$ cat src/rtl/ssc_pkg.sv
// Constants and types for the status and system control register bank.
// Assumes one 50 MHz core clock and a core that drives all requests.
package ssc_pkg;
  localparam logic [7:0] STATUS_ADDR     = 8'h0A;
  localparam logic [7:0] PIN_CTRL_ADDR   = 8'h1E;
  localparam logic [7:0] EDGE_CTRL_ADDR  = 8'h1F;
  localparam int         WDT_TIMEOUT_BIT = 5;
  localparam int         SLEEP_BIT       = 4;
  localparam int         SIGNED_RANGE_BIT = 3;
  localparam int         Z_BIT           = 2;
  localparam int         HALF_CARRY_BIT  = 1;
  localparam int         C_BIT           = 0;
  localparam int         TONE_SEL_BIT    = 2;
  localparam int         EDGE_LSB        = 6;
  localparam logic [7:0] STATUS_MASK     = 8'h3F;
  localparam logic [7:0] STATUS_WR_MASK  = 8'h0F;
  localparam logic [7:0] PIN_CTRL_MASK   = 8'h04;
  localparam logic [7:0] EDGE_CTRL_MASK  = 8'hC0;
  localparam logic [7:0] STATUS_RST      = 8'h00;
  localparam logic [7:0] PIN_CTRL_RST    = 8'h00;
  localparam logic [7:0] EDGE_CTRL_RST   = 8'h80;
  localparam int         CLK_HZ          = 50_000_000;
  localparam int         FAST_OSC_HZ     = 8_000_000;
  localparam int         SLOW_OSC_HZ     = 12_000;
  localparam int         FAST_DIV_CYC    = CLK_HZ / FAST_OSC_HZ;
  localparam int         SLOW_DIV_CYC    = CLK_HZ / SLOW_OSC_HZ;

  typedef enum logic [1:0] {
    SSC_OP_ADD   = 2'b00,
    SSC_OP_SUB   = 2'b01,
    SSC_OP_LOGIC = 2'b10,
    SSC_OP_ROT   = 2'b11
  } ssc_op_t;

  typedef enum logic [1:0] {
    SSC_EDGE_OFF  = 2'b00,
    SSC_EDGE_RISE = 2'b01,
    SSC_EDGE_FALL = 2'b10,
    SSC_EDGE_BOTH = 2'b11
  } ssc_edge_t;

  typedef struct packed {
    logic       valid;
    ssc_op_t    op;
    logic [7:0] a;
    logic [7:0] b;
    logic       cin;
    logic [7:0] res;
    logic       shift_out;
  } ssc_alu_t;

  typedef struct packed {
    logic       wr;
    logic       rd;
    logic [7:0] addr;
    logic [7:0] wdata;
  } ssc_reg_req_t;

  typedef struct packed {
    logic       watchdog_clear_instr;
    logic       sleep;
    logic       wake;
    logic       wdt_timeout;
    logic       wdt_en;
    logic       tmr_en;
  } ssc_sys_t;
endpackage

$ cat src/rtl/ssc_regs.sv
// Status flags, pin function and interrupt edge control, oscillator run control.
// Assumes the execution core drives requests on i_clk; only the
// interrupt pin comes from outside and is synchronised here.
`timescale 1ns/1ps
module ssc_regs #(
  parameter int SLOW_DIV = ssc_pkg::SLOW_DIV_CYC,
  parameter int FAST_DIV = ssc_pkg::FAST_DIV_CYC
) (
  input  wire logic                  i_clk,
  input  wire logic                  i_rst_n,
  input  wire ssc_pkg::ssc_reg_req_t i_req,
  input  wire ssc_pkg::ssc_alu_t     i_alu,
  input  wire ssc_pkg::ssc_sys_t     i_sys,
  input  wire logic                  i_gpio_out,
  input  wire logic                  i_gpio_oe,
  input  wire logic                  i_tone_output,
  input  wire logic                  i_ext_irq_pin,
  output logic [7:0]                 o_rdata,
  output logic [7:0]                 o_status,
  output logic                       o_port_a_bit6_out,
  output logic                       o_port_a_bit6_oe,
  output ssc_pkg::ssc_edge_t         o_ext_irq_edge_select,
  output logic                       o_ext_irq_req,
  output logic                       o_fast_osc_run,
  output logic                       o_sys_tick,
  output logic                       o_slow_osc_run,
  output logic                       o_slow_tick
);
  import ssc_pkg::*;

  // Both divider counters are 16 bits wide
  if (SLOW_DIV < 2 || FAST_DIV < 2 ||
      SLOW_DIV > 65535 || FAST_DIV > 65535) begin : g_div_check
    $error("ssc_regs: divider out of range");
  end

  function automatic logic [10:0] add9(input logic [7:0] a, input logic [7:0] b,
                                       input logic cin);
    logic [4:0] lo;
    logic [7:0] s7;
    logic [8:0] s8;
    lo = {1'b0, a[3:0]} + {1'b0, b[3:0]} + {4'h0, cin};
    s7 = {1'b0, a[6:0]} + {1'b0, b[6:0]} + {7'h00, cin};
    s8 = {1'b0, a} + {1'b0, b} + {8'h00, cin};
    // {carry, half carry, overflow, sum}
    add9 = {s8[8], lo[4], s8[8] ^ s7[7], s8[7:0]};
  endfunction

  logic [7:0]  status_r;
  logic [7:0]  status_nxt;
  logic [7:0]  pin_ctrl_r;
  logic [7:0]  edge_ctrl_r;
  logic        sleep_r;
  logic        sleep_nxt;
  logic [2:0]  irq_sync_r;
  logic [15:0] slow_cnt_r;
  logic [15:0] fast_cnt_r;

  wire         wr_status = i_req.wr && i_req.addr == STATUS_ADDR;
  wire         wr_pin    = i_req.wr && i_req.addr == PIN_CTRL_ADDR;
  wire         wr_edge   = i_req.wr && i_req.addr == EDGE_CTRL_ADDR;
  wire  [7:0]  rd_mux    = (i_req.addr == STATUS_ADDR)    ? status_r    :
                           (i_req.addr == PIN_CTRL_ADDR)  ? pin_ctrl_r  :
                           (i_req.addr == EDGE_CTRL_ADDR) ? edge_ctrl_r : 8'h00;
  wire         is_sub    = i_alu.op == SSC_OP_SUB;
  wire  [10:0] arith     = add9(i_alu.a, is_sub ? ~i_alu.b : i_alu.b, i_alu.cin);
  wire  [3:0]  arith_fl  = {arith[8], arith[7:0] == 8'h00, arith[9], arith[10]};

  // Arithmetic flags as {signed range, zero, half carry, carry}
  logic [3:0] flag_nxt;
  always_comb begin
    flag_nxt = status_r[3:0];
    if (i_alu.valid) begin
      unique case (i_alu.op)
        SSC_OP_ADD,
        SSC_OP_SUB:   flag_nxt = arith_fl;
        SSC_OP_LOGIC: flag_nxt[Z_BIT] = i_alu.res == 8'h00;
        SSC_OP_ROT:   flag_nxt[C_BIT] = i_alu.shift_out;
      endcase
    end
    if (wr_status) begin
      flag_nxt = i_req.wdata[3:0] & STATUS_WR_MASK[3:0];
    end
  end

  wire timeout_nxt    = i_sys.wdt_timeout ||
                        (status_r[WDT_TIMEOUT_BIT] && !i_sys.watchdog_clear_instr && !i_sys.sleep);
  wire sleep_flag_nxt = i_sys.sleep || (status_r[SLEEP_BIT] && !i_sys.watchdog_clear_instr);

  assign status_nxt = {2'b00, timeout_nxt, sleep_flag_nxt, flag_nxt} & STATUS_MASK;
  assign sleep_nxt  = i_sys.sleep || (sleep_r && !i_sys.wake);

  wire slow_run_nxt = !sleep_nxt || i_sys.wdt_en || i_sys.tmr_en;
  wire slow_wrap    = slow_cnt_r == 16'(SLOW_DIV - 1);
  wire fast_wrap    = fast_cnt_r == 16'(FAST_DIV - 1);
  wire irq_rise     = irq_sync_r[1] && !irq_sync_r[2];
  wire irq_fall     = !irq_sync_r[1] && irq_sync_r[2];
  wire [1:0] edge_f = edge_ctrl_r[EDGE_LSB +: 2];
  wire irq_hit      = (edge_f[0] && irq_rise) || (edge_f[1] && irq_fall);
  wire tone_sel     = pin_ctrl_r[TONE_SEL_BIT];

  always_ff @(posedge i_clk) begin
    if (!i_rst_n) begin
      status_r    <= STATUS_RST;
      pin_ctrl_r  <= PIN_CTRL_RST;
      edge_ctrl_r <= EDGE_CTRL_RST;
    end else begin
      status_r <= status_nxt;
      if (wr_pin) begin
        pin_ctrl_r <= i_req.wdata & PIN_CTRL_MASK;
      end
      if (wr_edge) begin
        edge_ctrl_r <= i_req.wdata & EDGE_CTRL_MASK;
      end
    end
  end

  always_ff @(posedge i_clk) begin
    if (!i_rst_n) begin
      o_rdata <= 8'h00;
    end else if (i_req.rd) begin
      o_rdata <= rd_mux;
    end
  end

  always_ff @(posedge i_clk) begin
    if (!i_rst_n) begin
      sleep_r        <= 1'b0;
      o_fast_osc_run <= 1'b1;
      o_slow_osc_run <= 1'b1;
    end else begin
      sleep_r        <= sleep_nxt;
      o_fast_osc_run <= !sleep_nxt;
      o_slow_osc_run <= slow_run_nxt;
    end
  end

  // Divider models of both oscillators
  always_ff @(posedge i_clk) begin
    if (!i_rst_n) begin
      fast_cnt_r <= 16'h0000;
      o_sys_tick <= 1'b0;
    end else begin
      fast_cnt_r <= (!o_fast_osc_run || fast_wrap) ? 16'h0000 : fast_cnt_r + 16'h0001;
      o_sys_tick <= o_fast_osc_run && fast_wrap;
    end
  end

  always_ff @(posedge i_clk) begin
    if (!i_rst_n) begin
      slow_cnt_r  <= 16'h0000;
      o_slow_tick <= 1'b0;
    end else begin
      slow_cnt_r  <= (!o_slow_osc_run || slow_wrap) ? 16'h0000 : slow_cnt_r + 16'h0001;
      o_slow_tick <= o_slow_osc_run && slow_wrap;
    end
  end

  always_ff @(posedge i_clk) begin
    if (!i_rst_n) begin
      irq_sync_r            <= 3'h0;
      o_ext_irq_req         <= 1'b0;
      o_ext_irq_edge_select <= ssc_edge_t'(EDGE_CTRL_RST[EDGE_LSB +: 2]);
    end else begin
      irq_sync_r            <= {irq_sync_r[1:0], i_ext_irq_pin};
      o_ext_irq_req         <= irq_hit;
      o_ext_irq_edge_select <= ssc_edge_t'(edge_f);
    end
  end

  always_ff @(posedge i_clk) begin
    if (!i_rst_n) begin
      o_status          <= STATUS_RST;
      o_port_a_bit6_out <= 1'b0;
      o_port_a_bit6_oe  <= 1'b0;
    end else begin
      o_status          <= status_nxt;
      o_port_a_bit6_out <= tone_sel ? i_tone_output : i_gpio_out;
      o_port_a_bit6_oe  <= tone_sel ? 1'b1 : i_gpio_oe;
    end
  end

  // Reference flag values, worked out apart from add9
  wire  [8:0]  chk_sum    = {1'b0, i_alu.a} + {1'b0, i_alu.b} + {8'h00, i_alu.cin};
  wire         chk_zero   = chk_sum[7:0] == 8'h00;
  wire         chk_ov     = (i_alu.a[7] == i_alu.b[7]) && (chk_sum[7] != i_alu.a[7]);
  wire  [4:0]  chk_lo     = {1'b0, i_alu.a[3:0]} + {1'b0, i_alu.b[3:0]} + {4'h0, i_alu.cin};
  wire         chk_hc     = chk_lo[4];
  wire         chk_nob    = {1'b0, i_alu.a} >= {1'b0, i_alu.b} + {8'h00, !i_alu.cin};
  wire         chk_sub_hc = {1'b0, i_alu.a[3:0]} >= {1'b0, i_alu.b[3:0]} + {4'h0, !i_alu.cin};
  wire         addr_hit   = i_req.addr == STATUS_ADDR || i_req.addr == PIN_CTRL_ADDR ||
                            i_req.addr == EDGE_CTRL_ADDR;
  wire         add_go     = i_alu.valid && i_alu.op == SSC_OP_ADD && !wr_status;
  wire         sub_go     = i_alu.valid && i_alu.op == SSC_OP_SUB && !wr_status;
endmodule

$ cat config.mk
export PLATFORM = sky130hd
export DESIGN_NAME = ssc_regs
export DESIGN_NICKNAME = d
export VERILOG_FILES = /design/src/rtl/ssc_pkg.sv /design/src/rtl/ssc_regs.sv
export SDC_FILE = /design/constraint.sdc
export NUM_CORES = 1
export LEC_CHECK = 0
export BUFFER_PORTS_ARGS = -buffer_cell sky130_fd_sc_hd__buf_4
export CAP_MARGIN = 20
export CORE_ASPECT_RATIO = 0.75
export CORE_MARGIN = 4
export CORE_UTILIZATION = 45
export CTS_BUF_LIST = sky130_fd_sc_hd__clkbuf_2 sky130_fd_sc_hd__clkbuf_4 sky130_fd_sc_hd__clkbuf_8
export CTS_CLUSTER_SIZE = 25
export DETAILED_ROUTE_END_ITERATION = 16
export PLACE_DENSITY_LB_ADDON = 0.05
export SYNTH_ARGS = -nofsm -noshare
export SYNTH_HDL_FRONTEND = slang
export SYNTH_SLANG_ARGS = --single-unit
export TNS_END_PERCENT = 50
$ cat constraint.sdc
create_clock -name i_clk -period 2.7 [get_ports i_clk]
set_input_delay 0.27 -clock i_clk [delete_from_list [all_inputs] [get_ports i_clk]]
set_output_delay 0.27 -clock i_clk [all_outputs]
set_load 0.02 [all_outputs]
==> out/metrics.yaml, run 1 <==
pwr:
  p_seq_frac: 0.429
  p_leak_uw: 0.00172
  power.net_switching_uw: 557
  combPwrFrac: 0.153
  clockPowerShare: 0.419
  sw_frac_of_total: 0.252
  vdd_ir_drop_max_mv: 0.256
  internal_power_uw: 1660
  pwr_density_cell_nw_per_um2: 547
drt:
  drt_iter0_markers: 97
  wl_per_cell_um: 13.1
  drtPass1Iterations: 4
  drcViolationCount: 0
  via_per_inst: 5.10
  wl_mm: 6.96
  drtAntennaViolNets: 0
  via_count: 2697
yosys:
  synth_area_leaders: "dfxtp_1 (40%), xor2_1 (6.6%), nor2_1 (5.0%)"
  yosys.area.top_type: "dfxtp_1"
  synth.top_cell.area_share: 0.404
  async_flop_share: 0
  yosysUniqueCellTypes: 45
  seq_area_frac_synth: 0.404
  ys_warn_count: 0
  ys_ff_latch: 62
  ys_top_cells_by_count: "dfxtp_1 (62), nor2_1 (41), nand3_1 (27), nand2_1 (24), xor2_1 (23)"
  synth.avg_cell_area_sq_um: 8.72
  syn-cell-area_sq_um: 3070
  synth_most_common_cell: "dfxtp_1"
  synth_top_flop_cell: "dfxtp_1"
  synth-edff-count: 0
  synth_cells: 352
global_routing:
  grt_overflow: 0
  grt_pass1_vias: 2647
  grt_pass1_wl_mm: 11.8
  grtUsageTotal: 0.183
  grt_start_max_net_pins: 33
  antenna_found_initial: 0
floorplanning:
  initial_utilization: 0.474
  dieArea_sq_um: 8220
  ioPinCount: 84
  rows: 25
  coreArea_sq_um: 6470
  fp.dieW_um: 103
  die_h_um: 79.5
place:
  hpwl_mm: 5.36
  placed_cells: 513
  place_congestion: 0.838
  dp_slack_ns: -0.301
  port_buffers: 79
setup_path:
  required_ns: 2.97
  path_class: "input port to flop"
  cp_max_fo: 3
  ff2ff_path_depth: 5
  end_kind: "flop"
  reg2reg_slack_ns: 0.92
  startpoint_type: "input port"
  arrival_ns: 2.79
clock_network:
  hold_buffers: 0
  path_clk_slew_ns: 0.07
  cts.sinks: 62
  cts_tree: "built"
  numCtsBuffers: 9
  insertion_delay_ns: 0.34
  cts-root-buf: "clkbuf_8"
  h-tree-depth: 3
  cts_buffer_depth: 2
sta:
  clock_skew_ns: 0.00829
  slew-limit-headroom: 0.592
  setup_ws_ns: 0.185
  worst_slew_pin_slew_ns: 0.611
  finalSetupViolCount: 0
  final.period_utilization: 0.931
  min_period_ns: 2.51
  final_max_slew_viol_count: 0
  final-hold-violation-count: 0
  clock.fmax_mhz: 398
outcome:
  outcome: "finished clean"
min_path:
  hold_class: "input port to flop"
  holdPathStages: 2
final_layout:
  layout-drive-gt1-share: 0.252
  nets: 516
  antenna_cells: 0
  final_util: 0.625
  stdcell_count: 529
  syn_to_final_growth_pct: 31.9
  fill_cells: 566
flow_run:
  max-cap-violations: 0
[sequential cells by signal (all words and copies together) (netlist names), 2 cells and up]
name and cells:
o_ext_irq_edge_select 2, fast_cnt_r 16, edge_ctrl_r 2, o_rdata 8, irq_sync_r 3, slow_cnt_r 16
o_status 6
[worst paths after layout]
path,start,endpoint
hold / removal,i_sys[1],o_slow_osc_run
setup / recovery,i_alu[27],o_status[2]
hold reg to reg,irq_sync_r[0],irq_sync_r[1]
setup reg to reg,slow_cnt_r[0],slow_cnt_r[3]
[repair_timing]
| item | 4_1_cts | 5_1_grt |
|---|---|---|
| setup buffers | 0 | 0 |
| gates resized for setup | 0 | 4 |
| endpoints found under the setup margin | 0 | 1 |
[per-layer routing]
layer  vias to the layer above  GRT usage  part of all wire
met5                         -          0                 0
met4                         0     0.0466            0.0085
met3                         6     0.0803             0.073
met2                        74      0.274              0.44
met1                      1222      0.240              0.48
li1                       1395          -                 -
[area by class of cell]
class	count	area, sq um	share of cell area
clock inverters	6	92.6	0.0229
flip-flops and latches	62	1240	0.307
clock buffers	10	138	0.0340
inverters	11	41.3	0.0102
repair buffers	89	668	0.165
multi-input cells	270	1770	0.436
well taps	81	101	0.0250
[logic make-up (layout without fill, tap and decap cells)]
group / count (synthesis) / count (layout) / synth area share
AND/OR/NAND/NOR: 171 / 171 / 0.296
flip-flops: 62 / 62 / 0.404
buffers and inverters: 21 / 116 / 0.0281
multiplexers: 3 / 3 / 0.00978
other: 1 / 2 / 0.00122
adder cells (fa/ha/maj): 14 / 14 / 0.0620
XOR/XNOR: 37 / 37 / 0.106
AO/OA/AOI/OAI: 43 / 43 / 0.0929
[power by group through the flow]
stage,registers [uW],logic [uW],clock network [uW]
global route,952,380,990
global placement,969,330,0
floorplan,977,180,0
finish,949,338,926
CTS,949,335,953
detailed placement,970,334,0
[placed cells by master (no fill, tap or decap), types with 11 or more instances in the layout]
master and instances:
a21oi_1 12, buf_4 89, dfxtp_1 62, ha_1 12, inv_1 11, nand2_1 24
nand3_1 27, nor2_1 41, nor2b_1 19, xnor2_1 13, xor2_1 23
[worst max-delay path, cell delays in order]
cell,delay (ns)
buf_4,0.11
nand2b_2,0.23
xnor2_2,0.16
fa_1,0.21
inv_1,0.06
fa_1,0.39
xor2_1,0.18
nand4b_1,0.18
a2111oi_2,0.31
o31ai_1,0.11
or4_4,0.42
o211ai_2,0.15
[stage by stage]
stage	total power [uW]	area, sq um	setup TNS, ns	hold slack (ns)
after floorplan	1160	3080	0	0.372
after global placement	1300	3800	-0.163	0.438
after detailed placement	1300	3800	-0.384	0.436
after CTS	2240	4030	0	0.0845
after global routing	2320	4050	-0.0150	0.0905
final	2210	4050	0	0.106
Note: power is estimated with default switching activity, not from simulation.
==> inputs of run 2 (changes only) <==
--- a/config.mk
+++ b/config.mk
@@ -5,6 +5,7 @@
 export SDC_FILE = /design/constraint.sdc
 export NUM_CORES = 1
 export LEC_CHECK = 0
+export ABC_AREA = 1
 export BUFFER_PORTS_ARGS = -buffer_cell sky130_fd_sc_hd__buf_4
 export CAP_MARGIN = 20
 export CORE_ASPECT_RATIO = 0.75
==> run 2 against run 1 <==
  * Cell area up 2.8%
  * Sequential share of layout area decreased by 0.85 points
  * Synthesized cell count increased by 25%
  * Sequential cell count did not move
  * Worst hold slack improved by 0.0014 ns
  * Global-route usage decreased by 0.15 points
  * Register-to-register slack got worse by 0.03 ns
  * Critical path type unchanged
  * Largest cell class unchanged
==> out/metrics.yaml, run 2 <==
outcome:
  outcome: "finished clean"
yosys:
  ys_ff_latch: 62  # unchanged
  synth_most_common_cell: "nand2_1"
  yosys.area.top_type: "dfxtp_1"
  synth_cells: 439  # +25%
  syn-cell-area_sq_um: 3280  # +6.7%
  ys_top_cells_by_count: "nand2_1 (86), dfxtp_1 (62), inv_1 (56), nor2_1 (43), a21oi_1 (32)"
  yosysUniqueCellTypes: 41  # -8.9%
  ys_warn_count: 0  # unchanged
  async_flop_share: 0  # unchanged
  synth.avg_cell_area_sq_um: 7.46  # -14%
  synth_top_flop_cell: "dfxtp_1"
  seq_area_frac_synth: 0.379  # -0.0255
  synth-edff-count: 0  # unchanged
  synth.top_cell.area_share: 0.379  # -0.0255
  synth_area_leaders: "dfxtp_1 (38%), nand2_1 (9.9%), inv_1 (6.4%)"
drt:
  wl_met2_mm: 3.21  # +5.8%
  drt_iter0_markers: 125  # +29%
  wl_met3_um: 400  # -22%
  drtAntennaViolNets: 0  # unchanged
  via_count: 2955  # +9.6%
  top_layer: "met4"
  drcViolationCount: 0  # unchanged
  via_per_inst: 4.71  # -7.6%
  drtPass1Iterations: 5  # +1
  wl_mm: 7.22  # +3.7%
  wl_per_cell_um: 11.5  # -12%
  drt-met1-wl_mm: 3.55  # +6.0%
place:
  placed_cell_area_sq_um: 3970  # +4.3%
  port_buffers: 79  # unchanged
  hpwl_mm: 5.68  # +6.1%
  placed_cells: 611  # +19%
  place_congestion: 0.794  # -5.2%
final_layout:
  nets: 597  # +16%
  antenna_cells: 0  # unchanged
  fill_cells: 672  # +19%
  layout-drive-gt1-share: 0.255  # +0.00297
  multi_input_area_sq_um: 1780  # +0.85%
  final_area_sq_um: 4160  # +2.8%
  biggestRegsByFlops: "fast_cnt_r (16), slow_cnt_r (16), o_rdata (8)"
  final_cell_mix: "nand2_1 (86), buf_4 (80), dfxtp_1 (62)"
  syn_to_final_growth_pct: 27.1
  layout.area.seq_sq_um: 1240  # unchanged
  stdcell_count: 627  # +19%
  final_util: 0.601  # -0.0244
  final_common_cell: "nand2_1"
min_path:
  holdPathStages: 3  # +1
  hp-start: "i_ext_irq_pin"
  hold_class: "input port to flop"
  min_to: "irq_sync_r[0]"
setup_path:
  r2r_start: "fast_cnt_r[1]"
  end_kind: "flop"
  cp_cell_sequence: "buf_4 -> inv_1 -> nand2_1 -> xnor2_1 -> fa_1 -> inv_1 -> fa_1 -> inv_1 -> nand3_1 -> nand2_1 -> nand4_1 -> nand3_1 -> xor2_1 -> a21oi_1 -> nor2_1"
  crit_buf_inv: 4  # +2
  critPathTopFamily: "adder cells"
  arrival_ns: 2.38  # -0.41 ns
  path_class: "input port to flop"
  cp_max_fo: 5  # +2
  reg2reg_slack_ns: 0.89  # -0.03 ns
  path_common_cell: "inv_1"
  cpPeakStageDelay_ns: 0.40  # -0.02 ns
  cp_slowest_cell: "fa_1"
  required_ns: 2.98  # about the same
  rr_endpoint: "fast_cnt_r[9]"
  ff2ff_path_depth: 8  # +3
  startpoint_type: "input port"
pwr:
  finalPower_uw: 2100  # -5.3%
  pwr_density_cell_nw_per_um2: 503  # -8.0%
  p_leak_uw: 0.00185  # +7.6%
  vdd_ir_drop_max_mv: 0.352  # +37%
sta:
  clock.fmax_mhz: 475  # +19%
  final_max_slew_viol_count: 0  # unchanged
  final.period_utilization: 0.779  # -0.152
  slew-limit-headroom: 0.549  # -0.0422
  fin_tns_setup_ns: 0  # unchanged
  clock_skew_ns: 0.0106  # +0.00235 ns
  worst_slew_pin_slew_ns: 0.674  # +0.0632 ns
  rsz0062_at_grt: "false"
  finalSetupViolCount: 0  # unchanged
  final-hold-violation-count: 0  # unchanged
  min_period_ns: 2.10  # -0.410 ns
clock_network:
  path_clk_slew_ns: 0.08  # about the same
  cts.sinks: 62  # unchanged
  cts_resized: 0  # unchanged
  insertion_delay_ns: 0.34  # about the same
  cts_tree: "built"
  numCtsBuffers: 9  # unchanged
  cts-root-buf: "clkbuf_8"
  hold_buffers: 0  # unchanged
  post_cts_buffers: 0  # unchanged
  cts_buffer_depth: 2  # unchanged
  h-tree-depth: 3  # unchanged
flow_run:
  max-cap-violations: 0  # unchanged
global_routing:
  grt_pass1_vias: 2826  # +6.8%
  grt_pass1_wl_mm: 12.6  # +6.1%
  grt_start_max_net_pins: 23  # -30%
  grt_overflow: 0  # unchanged
  grtUsageTotal: 0.182  # -0.00154
  antenna_found_initial: 0  # unchanged
floorplanning:
  rows: 26  # +4.0%
  initial_utilization: 0.473  # -0.00128
  dieArea_sq_um: 8720  # +6.1%
  die_h_um: 81.9  # +3.0%
  coreArea_sq_um: 6930  # +7.0%
  fp.dieW_um: 107  # +3.1%
  ioPinCount: 84  # unchanged
==> run 2: cell type report <==
type	count	share of cell area
repair buffers	80	0.144
clock inverters	7	0.0174
multi-input cells	312	0.428
inverters	59	0.0532
well taps	98	0.0295
clock buffers	9	0.0298
flip-flops and latches	62	0.298
==> run 2: cell families after synthesis <==
family / Yosys count / share of synthesized area
AO/OA/AOI/OAI: 61 / 0.100
XOR/XNOR: 14 / 0.0374
adder cells (fa/ha/maj): 14 / 0.0581
buffers and inverters: 66 / 0.0787
flip-flops: 62 / 0.379
other: 1 / 0.00114
AND/OR/NAND/NOR: 221 / 0.345
==> run 2: where the power goes <==
part | internal (uW) | total [uW] | switching [uW]
Combinational | 155 | 334 | 179
Clock | 427 | 806 | 379
Sequential | 937 | 955 | 17.8
==> run 2: worst max path at each step <==
stage | startpoint | end | cells after the start
2_1_floorplan | i_alu[27] | o_status[3] | 14
3_3_place_gp | i_alu[27] | o_status[3] | 15
3_5_place_dp | i_alu[27] | o_status[3] | 15
4_1_cts | i_alu[27] | o_status[3] | 15
5_1_grt | i_alu[27] | o_status[3] | 15
6_report | i_alu[27] | o_status[3] | 15
==> run 2: metal layers <==
metal,GRT usage,up-vias
li1,-,1592
met1,0.234,1303
met2,0.286,54
met3,0.0660,6
met4,0.0575,0
met5,0,-
==> run 2: tightest hold or removal path, cell delays in order <==
cell and delay (ns):
buf_4 0.08, nand2_1 0.04, inv_1 0.04
==> run 2: metrics by stage <==
stage,hold slack (ns),setup slack (ns)
finish,0.107,0.595
global route,0.0807,0.386
CTS,0.0819,0.628
floorplan,0.363,0.517
detailed placement,0.404,0.285
global placement,0.407,0.345
